**src/ftot_pkg.sv**
```systemverilog
// Package: constants and types for the flow totalizer
package ftot_pkg;
  // ********************************************************************
  // Widths and limits
  // ********************************************************************
  localparam int unsigned CNT_W = 20;
  localparam logic [19:0] CNT_MAX = 20'hf423f;  // 999999
  localparam logic [19:0] CNT_ZERO = 20'h00000;
  localparam logic [19:0] CNT_WRAP_TO = 20'h00001;
  localparam int unsigned FLOW_W = 24;
  localparam int unsigned FRAC_W = 32;
  // Fixed point: divisors carry 4 fraction digits (x10000)
  localparam logic [31:0] DIV_ONE = 32'h00002710;
  // ********************************************************************
  // Timing
  // ********************************************************************
  localparam int unsigned CLK_MHZ = 250;
  localparam int unsigned TICK_MS = 100;
  localparam int unsigned TICK_CYC = TICK_MS * 1000 * CLK_MHZ;
  localparam int unsigned PULSE_MIN_MS = 200;
  localparam int unsigned PULSE_MIN_TICKS = PULSE_MIN_MS / TICK_MS;
  localparam int unsigned HALF_MIN_TICKS = PULSE_MIN_TICKS / 2;
  // ********************************************************************
  // Unit classes of the input channel
  // ********************************************************************
  localparam logic [1:0] UNIT_NONE = 2'h0;
  localparam logic [1:0] UNIT_VOL = 2'h1;
  localparam logic [1:0] UNIT_MASS = 2'h2;
  localparam logic [1:0] UNIT_OTHER = 2'h3;
  // ********************************************************************
  // Run state
  // ********************************************************************
  typedef enum logic [2:0] {
    FTOT_OFF = 3'b001,
    FTOT_STOP = 3'b010,
    FTOT_RUN = 3'b100
  } ftot_state_t;
endpackage : ftot_pkg

```
**src/ftot_step_if.sv**
```systemverilog
// Interface: step events from the integrator to the pulse generator
`timescale 1ns/10ps
interface ftot_step_if;
  logic tick;
  logic run;
  logic clear;
  logic [31:0] frac_inc;
  modport src (output tick, output run, output clear, output frac_inc);
  modport dst (input tick, input run, input clear, input frac_inc);
endinterface : ftot_step_if

```
**src/ftot_pulse.sv**
```systemverilog
// Module: scaled pulse output with half-period duty and rate limit
`timescale 1ns/10ps
module ftot_pulse
#(
  parameter int unsigned ACC_W = 32
)
(
  input wire logic ref_clk,  // Clock
  input wire logic rst_n,  // Sync reset
  ftot_step_if.dst step,  // Step events
  input wire logic [31:0] pulse_divisor,  // Divisor x10000
  input wire logic restore,  // Load restored level
  input wire logic restore_val,  // Restored level
  output logic pulse  // Pulse level
);
  logic [ACC_W-1:0] acc_q, acc_d;
  logic pulse_q, pulse_d;
  logic [3:0] age_q, age_d;

  // ********************************************************************
  // Phase accumulator: on at each full divisor, off halfway
  // ********************************************************************
  always_comb
  begin
    logic [ACC_W:0] sum;
    sum = '0;
    acc_d = acc_q;
    pulse_d = pulse_q;
    age_d = age_q;
    if (step.clear)
    begin
      acc_d = '0;
      pulse_d = 1'b0;
      age_d = 4'h0;
    end
    else if (restore)
    begin
      pulse_d = restore_val;
    end
    else if (step.tick && step.run)
    begin
      sum = {1'b0, acc_q} + {1'b0, step.frac_inc};
      acc_d = sum[ACC_W-1:0];
      if (age_q != 4'hf)
        age_d = age_q + 4'h1;
      // Min on/off time keeps period >= 200 ms
      if (age_q >= 4'(ftot_pkg::HALF_MIN_TICKS - 1))
      begin
        if (!pulse_q && sum[ACC_W-1:0] >= pulse_divisor)
        begin
          acc_d = ACC_W'(sum[ACC_W-1:0] - pulse_divisor);
          pulse_d = 1'b1;
          age_d = 4'h0;
        end
        else if (pulse_q && sum[ACC_W-1:0] >= (pulse_divisor >> 1))
        begin
          pulse_d = 1'b0;
          age_d = 4'h0;
        end
      end
      // Pulses beyond the rate limit are dropped so the phase stays bounded
      if (acc_d >= pulse_divisor && pulse_divisor != 32'h0)
        acc_d = ACC_W'(pulse_divisor - 32'h1);
    end
  end

  // Register stage; held while stopped
  always_ff @(posedge ref_clk)
  begin
    if (!rst_n)
    begin
      acc_q <= '0;
      pulse_q <= 1'b0;
      age_q <= 4'hf;
    end
    else
    begin
      acc_q <= acc_d;
      pulse_q <= pulse_d;
      age_q <= age_d;
    end
  end

  assign pulse = pulse_q;
endmodule : ftot_pulse

```
**src/ftot_top.sv**
```systemverilog
// Module: flow totalizer, batch and run totals, pulse and threshold outputs
//
// Behaviour
// One totalizer per input; only flow or unitless inputs are totalized.
// Run clear also clears elapsed time and batch; run clear needs tune level.
// Disabled: pulse and both threshold outputs forced off.
// Enabled but stopped: pulse and threshold outputs hold last state.
// Warm start with restore set reloads saved totals and outputs.
// Cold start, or warm start without restore, zeros totals and outputs.
// Up with wrap: 999999 steps to 1.
// Up without wrap: saturate at 999999.
// Down: stop at zero always.
// Count divisor scales count rate against input timebase.
// Any clear loads the initial count value.
// No accumulation while input below low-flow cutoff.
// Pulse on every pulse-divisor counts, off halfway to next.
// Totalizer updates once per 100 ms tick.
// Pulse period at least 200 ms.
// Count-up select picks up or down from initial value.
// Down counting forces wrap off.
// Up: threshold output on while count above threshold.
// Down: threshold output on while count below threshold.
// Two independent threshold outputs.
// Start only when enabled; disabled ignores start.
// Fractional accumulator keeps residue, one step per whole unit.
`timescale 1ns/10ps
module ftot_top
#(
  parameter int unsigned TICK_CYCLES = ftot_pkg::TICK_CYC
)
(
  input wire logic ref_clk,  // 250 MHz clock
  input wire logic rst_n,  // Sync reset, low
  input wire logic warm_start,  // High: warm start at reset release
  input wire logic restore_on_warm_start,  // Restore option
  input wire logic [19:0] saved_count,  // Saved batch count
  input wire logic [19:0] saved_run,  // Saved run count
  input wire logic saved_pulse,  // Saved pulse level
  input wire logic [1:0] saved_thresh,  // Saved threshold levels
  input wire logic [1:0] unit_class,  // Input unit class
  input wire logic [23:0] flow_in,  // Scaled flow, units/tick x10000
  input wire logic [23:0] low_flow_cutoff,  // Cutoff
  input wire logic [31:0] count_divisor,  // Divisor x10000
  input wire logic [31:0] pulse_divisor,  // Divisor x10000
  input wire logic [19:0] init_value,  // Initial count
  input wire logic [19:0] thresh1,  // Threshold 1
  input wire logic [19:0] thresh2,  // Threshold 2
  input wire logic wrap_sel,  // Wrap option
  input wire logic count_up_select,  // High counts up
  input wire logic enable,  // Totalizer enable
  input wire logic start_cmd,  // Start pulse
  input wire logic stop_cmd,  // Stop pulse
  input wire logic clr_batch,  // Batch clear pulse
  input wire logic clr_run,  // Run clear pulse
  input wire logic [1:0] access_level,  // 0 operator .. 3
  output logic [19:0] batch_accumulator,  // Batch_accumulator
  output logic [19:0] run_total,  // Run total
  output logic [31:0] run_elapsed_time,  // Run ticks
  output logic pulse_out,  // Pulse output
  output logic [1:0] thresh_out,  // Threshold outputs
  output logic not_totalizable,  // Input units invalid
  output logic running  // Running state
);
  localparam logic [1:0] TUNE_LEVEL = 2'h1;

  ftot_step_if step ();

  ftot_pkg::ftot_state_t st_q, st_d;
  logic [31:0] tcnt_q, tcnt_d;
  logic tick;
  logic [19:0] bat_q, bat_d, run_q, run_d;
  logic [31:0] time_q, time_d;
  logic [31:0] frac_q, frac_d;
  logic [1:0] th_q, th_d;
  logic init_q, init_d;
  logic restore_now;
  logic pulse_w;
  logic ok_units;
  logic wrap_eff;
  logic clr_all;
  logic clr_b;

  // ********************************************************************
  // Helpers
  // ********************************************************************
  // Several count steps at once with wrap and limits
  function automatic logic [19:0] ftot_step(input logic [19:0] v, input logic [32:0] n,
                                            input logic up, input logic wrap);
    logic [33:0] t;
    logic [19:0] r;
    t = {14'h0, v} + {1'b0, n};
    r = v;
    if (up)
    begin
      if (t <= {14'h0, ftot_pkg::CNT_MAX})
        r = t[19:0];
      else if (wrap)
        r = 20'((t - 34'h1) % {14'h0, ftot_pkg::CNT_MAX}) + ftot_pkg::CNT_WRAP_TO;
      else
        r = ftot_pkg::CNT_MAX;
    end
    else if ({13'h0, v} > n)
      r = v - n[19:0];
    else
      r = ftot_pkg::CNT_ZERO;
    return r;
  endfunction : ftot_step

  // Threshold comparison per direction
  function automatic logic ftot_cmp(input logic [19:0] v, input logic [19:0] t,
                                    input logic up);
    return up ? (v > t) : (v < t);
  endfunction : ftot_cmp

  // ********************************************************************
  // Decode
  // ********************************************************************
  assign ok_units = (unit_class != ftot_pkg::UNIT_OTHER);
  assign wrap_eff = wrap_sel & count_up_select;
  assign clr_all = clr_run && (access_level >= TUNE_LEVEL);
  assign clr_b = clr_batch || clr_all;
  assign tick = (tcnt_q == TICK_CYCLES - 1);
  assign restore_now = init_q && warm_start && restore_on_warm_start;

  // ********************************************************************
  // Tick divider
  // ********************************************************************
  always_comb
  begin
    tcnt_d = tick ? 32'h0 : tcnt_q + 32'h1;
  end

  always_ff @(posedge ref_clk)
  begin
    if (!rst_n)
      tcnt_q <= 32'h0;
    else
      tcnt_q <= tcnt_d;
  end

  // ********************************************************************
  // Run state machine
  // ********************************************************************
  always_comb
  begin
    st_d = st_q;
    case (st_q)
      ftot_pkg::FTOT_OFF:
        if (enable)
          st_d = ftot_pkg::FTOT_STOP;
      ftot_pkg::FTOT_STOP:
        if (!enable)
          st_d = ftot_pkg::FTOT_OFF;
        else if (start_cmd && ok_units)
          st_d = ftot_pkg::FTOT_RUN;
      ftot_pkg::FTOT_RUN:
        if (!enable)
          st_d = ftot_pkg::FTOT_OFF;
        else if (stop_cmd || !ok_units)
          st_d = ftot_pkg::FTOT_STOP;
      default:
        st_d = ftot_pkg::FTOT_OFF;
    endcase
  end

  always_ff @(posedge ref_clk)
  begin
    if (!rst_n)
      st_q <= ftot_pkg::FTOT_OFF;
    else
      st_q <= st_d;
  end

  // ********************************************************************
  // Integrator and totals
  // ********************************************************************
  always_comb
  begin
    logic [32:0] sum;
    logic [32:0] nstep;
    sum = '0;
    nstep = '0;
    bat_d = bat_q;
    run_d = run_q;
    time_d = time_q;
    frac_d = frac_q;
    th_d = th_q;
    init_d = 1'b0;
    step.frac_inc = {8'h00, flow_in};
    if (init_q)
    begin
      if (restore_now)
      begin
        bat_d = saved_count;
        run_d = saved_run;
        th_d = saved_thresh;
      end
      else
      begin
        bat_d = ftot_pkg::CNT_ZERO;
        run_d = ftot_pkg::CNT_ZERO;
        th_d = 2'b00;
      end
    end
    else
    begin
      if (clr_b)
      begin
        bat_d = init_value;
        frac_d = 32'h0;
      end
      if (clr_all)
      begin
        run_d = init_value;
        time_d = 32'h0;
      end
      if (!clr_b && tick && st_q == ftot_pkg::FTOT_RUN)
      begin
        time_d = time_q + 32'h1;
        if (flow_in >= low_flow_cutoff && count_divisor != 32'h0)
        begin
          // Whole divisor units step the count, the residue waits for later ticks
          sum = {1'b0, frac_q} + {9'h000, flow_in};
          nstep = sum / {1'b0, count_divisor};
          frac_d = 32'(sum % {1'b0, count_divisor});
          bat_d = ftot_step(bat_q, nstep, count_up_select, wrap_eff);
          run_d = ftot_step(run_q, nstep, count_up_select, wrap_eff);
        end
      end
      // Thresholds follow count only while running
      if (st_q == ftot_pkg::FTOT_RUN)
      begin
        for (int i = 0; i < 2; i++)
          th_d[i] = ftot_cmp(bat_d, i == 0 ? thresh1 : thresh2, count_up_select);
      end
    end
    // Restored levels survive the start-up cycle in which the state is still off
    if (st_q == ftot_pkg::FTOT_OFF && !init_q)
      th_d = 2'b00;
    if (flow_in < low_flow_cutoff)
      step.frac_inc = 32'h0;
  end

  always_ff @(posedge ref_clk)
  begin
    if (!rst_n)
    begin
      bat_q <= ftot_pkg::CNT_ZERO;
      run_q <= ftot_pkg::CNT_ZERO;
      time_q <= 32'h0;
      frac_q <= 32'h0;
      th_q <= 2'b00;
      init_q <= 1'b1;
    end
    else
    begin
      bat_q <= bat_d;
      run_q <= run_d;
      time_q <= time_d;
      frac_q <= frac_d;
      th_q <= th_d;
      init_q <= init_d;
    end
  end

  // ********************************************************************
  // Pulse generator
  // ********************************************************************
  assign step.tick = tick;
  assign step.run = (st_q == ftot_pkg::FTOT_RUN);
  assign step.clear = ((st_q == ftot_pkg::FTOT_OFF) && !init_q) || (init_q && !restore_now);

  ftot_pulse #(.ACC_W(32)) u_pulse (
    .ref_clk(ref_clk),
    .rst_n(rst_n),
    .step(step),
    .pulse_divisor(pulse_divisor),
    .restore(restore_now),
    .restore_val(saved_pulse),
    .pulse(pulse_w)
  );

  // ********************************************************************
  // Output registers
  // ********************************************************************
  always_ff @(posedge ref_clk)
  begin
    if (!rst_n)
    begin
      batch_accumulator <= 20'h00000;
      run_total <= 20'h00000;
      run_elapsed_time <= 32'h0;
      pulse_out <= 1'b0;
      thresh_out <= 2'b00;
      not_totalizable <= 1'b0;
      running <= 1'b0;
    end
    else
    begin
      batch_accumulator <= bat_q;
      run_total <= run_q;
      run_elapsed_time <= time_q;
      pulse_out <= pulse_w && (st_q != ftot_pkg::FTOT_OFF);
      thresh_out <= th_q;
      not_totalizable <= !ok_units;
      running <= (st_q == ftot_pkg::FTOT_RUN);
    end
  end
endmodule : ftot_top

```
**config.mk**
```make
export PLATFORM = sky130hd
export DESIGN_NAME = ftot_top
export DESIGN_NICKNAME = d
export VERILOG_FILES = /design/src/ftot_pkg.sv /design/src/ftot_step_if.sv /design/src/ftot_pulse.sv /design/src/ftot_top.sv
export SDC_FILE = /design/constraint.sdc
export NUM_CORES = 2
export LEC_CHECK = 0
export BUFFER_PORTS_ARGS = -buffer_cell sky130_fd_sc_hd__buf_2
export CORE_MARGIN = 1
export CORE_UTILIZATION = 45
export DETAILED_ROUTE_END_ITERATION = 8
export PLACE_DENSITY_LB_ADDON = 0.08
export SETUP_SLACK_MARGIN = 0.3
export SLEW_MARGIN = 25
export SYNTH_ARGS = -nofsm -noshare
export SYNTH_HDL_FRONTEND = slang
export SYNTH_SLANG_ARGS = --single-unit
export TNS_END_PERCENT = 30
```
**constraint.sdc**
```tcl
create_clock -name ref_clk -period 349.1 [get_ports ref_clk]
set_input_delay 52.365 -clock ref_clk [delete_from_list [all_inputs] [get_ports ref_clk]]
set_output_delay 52.365 -clock ref_clk [all_outputs]
set_load 0.005 [all_outputs]
```
==> run metrics <==
syn nets approximately 11,000; Clock transition at path regs ~0.070 ns; Post-route DRC 0; post-CTS setup buffers 0; critical path class input port to flip-flop; first-pass GRT wire length roughly 470,000 um; final hold vios 0; worst slack, placed 135.21 ns; DP HPWL 260,600 um; Initial Utilization 0.4536; fin nets approximately 12,000; Post-synth ARST share 0; commonest cells in the netlist nand2_1 (989), nor2_1 (936), ha_1 (868); Global Route Usage Sum 0.3677; IO Count 307; Iteration-0 DRC Markers 8,650; share of cells above drive strength 1 0.08738; highest net fanout along the worst path 53; Skew-Pair Late Insertion Delay 0.65 ns; Routed wire per std cell 24.88 um; via count 82,420; main flop type after synthesis dfxtp_1; WHS 0.4605 ns; top cell type's share of synthesized area 0.1491; critical path startpoint category input port; # setup viols final 0; CORE AREA around 160,000 um^2; antenna violations before repair 22; Overflow after GRT 0; area leader, netlist ha_1; row cnt 147; Post-Synthesis Cell Area 72,830 um^2; required time of the critical path 349.57 ns; synthesized area per cell between 7 and 8 um^2; sequential area share after synthesis 0.06927; post-route clock skew between 0.04 and 0.05 ns; DRT Pass-1 Iters 8; CTS Root Cell clkbuf_16; outcome completed; clock tree from TritonCTS done; Die Y 404.3 um; Syn Inst Count just over 10,000; number of global-route vias before repair 75,010; Crit path largest cell delay 0.96 ns; relative slew slack 0.2209; Total Wirelength 315,800 um; Synth cell types 162; minimum clock period 215.90 ns; setup TNS 0 ns; Port Buffers approximately 300; endpoint class of the critical path flip-flop; #FFs+latches synth 252; RSZ-0062 raised after global routing no; H-tree Lvls 1; Top cell by count, worst path o21a_1; Critical Path AT 216.37 ns; Final WS setup 133.20 ns; top area cells in the synthesized netlist ha_1 (15%), xnor2_1 (7.2%), dfxtp_1 (6.9%), nand2_1 (5.1%), a21oi_1 (5.1%); Via density 6.492; clk buf depth 3; P&R area growth vs syn 7.125%; CP max-delay cell a311oi_1; hold_buf cts 0; clk sink count 252; largest net degree at the start of global routing 73; YS warnings 0; cts bufs inserted 29; Die Wd 404.3 um; Resized cells post-CTS 0; final worst-path cycle share 0.6184; maxcap violations 0; Die Footprint roughly 160,000 um^2; Slew Limit Fails 0; post-route ant nets 0; slew of the pin with the lowest slew margin 1.161 ns; fmax 4.632 MHz; Hold Path Class flip-flop to flip-flop; Final GP Congestion roughly 1.0; most frequent cell after synthesis nand2_1; number of synthesized flops with an enable pin 0
cell type report:
cell class | count | area, um^2
Inverter | 418 | 1569
Timing Repair Buffer | 446 | 2599
Fill cell | 16530 | 82550
Sequential cell | 252 | 5045
Clock inverter | 18 | 231.5
Clock buffer | 36 | 792.0
Antenna cell | 7 | 17.52
Tap cell | 2160 | 2703
Multi-Input combinational cell | 9359 | 65060
critical path, delay by kind of cell:
kind            cells  cell delay (ns)
buf+inv            47             9.14
simple gates      104            19.00
mux                 4             1.93
fa+ha+maj          39            11.94
compound gates    527           117.75
xor+xnor            8             3.69
routing by layer:
metal  global-route usage  part of all wire  up-vias
met3              0.04312             0.079      512
met5                    0           0.00023        -
met2               0.5788              0.43     3450
met1               0.5166              0.45    39490
li1                     -                 -    38960
met4               0.1181             0.038       12
layout by cell type, fill, tap and decap left out, types with 37 or more instances in the layout:
master / Yosys / layout
nand4_1: 149 / 149
mux2i_1: 145 / 145
nor2_1: 936 / 934
ha_1: 868 / 868
xnor2_1: 600 / 597
a211oi_1: 69 / 67
a31oi_1: 79 / 77
buf_4: 30 / 138
nor3_1: 580 / 577
nand3_1: 267 / 267
o21a_1: 408 / 408
nor4_1: 111 / 108
buf_2: 38 / 306
mux2_2: 88 / 88
o211ai_1: 70 / 70
o21bai_1: 77 / 76
nand2b_1: 143 / 142
or2_2: 68 / 67
o2111ai_1: 47 / 44
or4_1: 46 / 46
xor2_1: 334 / 333
and4_1: 47 / 47
dfxtp_1: 252 / 252
nor2b_1: 144 / 144
a21oi_1: 735 / 733
o22ai_1: 37 / 37
inv_1: 408 / 408
or3_1: 87 / 87
nand2_1: 989 / 988
o31ai_1: 367 / 364
o21ai_1: 69 / 59
and2_1: 209 / 209
o21ai_0: 472 / 468
a21o_1: 224 / 224
and3_1: 82 / 82
flip-flops by register name, summed over array words and instances, names as in the netlist, 3 cells and up:
signal and cells:
frac_q 32, run_elapsed_time 32, tcnt_q 32, time_q 32, u_pulse.acc_q 32, bat_q 20
batch_accumulator 20, run_q 20, run_total 20, st_q 3
kinds of logic (layout without fill, tap and decap cells):
logic type | count (synthesis) | after routing | share of synthesized area
compound gates | 3251 | 3251 | 0.3101
xor+xnor | 947 | 947 | 0.1154
fa+ha+maj | 896 | 896 | 0.1541
buf+inv | 761 | 918 | 0.04245
flops | 252 | 252 | 0.06927
mux | 240 | 240 | 0.03469
other cells | 0 | 7 | 0
simple gates | 4025 | 4025 | 0.2740
path summary, 6_finish.rpt:
check	endpoint	cells after the start	slack [ns]	startpoint
setup reg to reg	th_q[1]	728	184.76	frac_q[0]
setup / recovery	th_q[1]	729	133.20	flow_in[0]
hold reg to reg	batch_accumulator[13]	1	0.46	bat_q[13]
hold / removal	batch_accumulator[13]	1	0.46	bat_q[13]
stage by stage:
step / cells / cell area, um^2 / util
6_report: 12700 / 78010 / 0.4859
5_1_grt: 12690 / 78000 / 0.4858
4_1_cts: 12690 / 77920 / 0.4853
3_5_place_dp: 12630 / 76900 / 0.4789
3_3_place_gp: 12630 / 76850 / 0.4786
2_1_floorplan: 10370 / 72830 / -
Power is not shown: default switching activity piles up to over one toggle a cycle in this logic, so the estimate is an artifact.
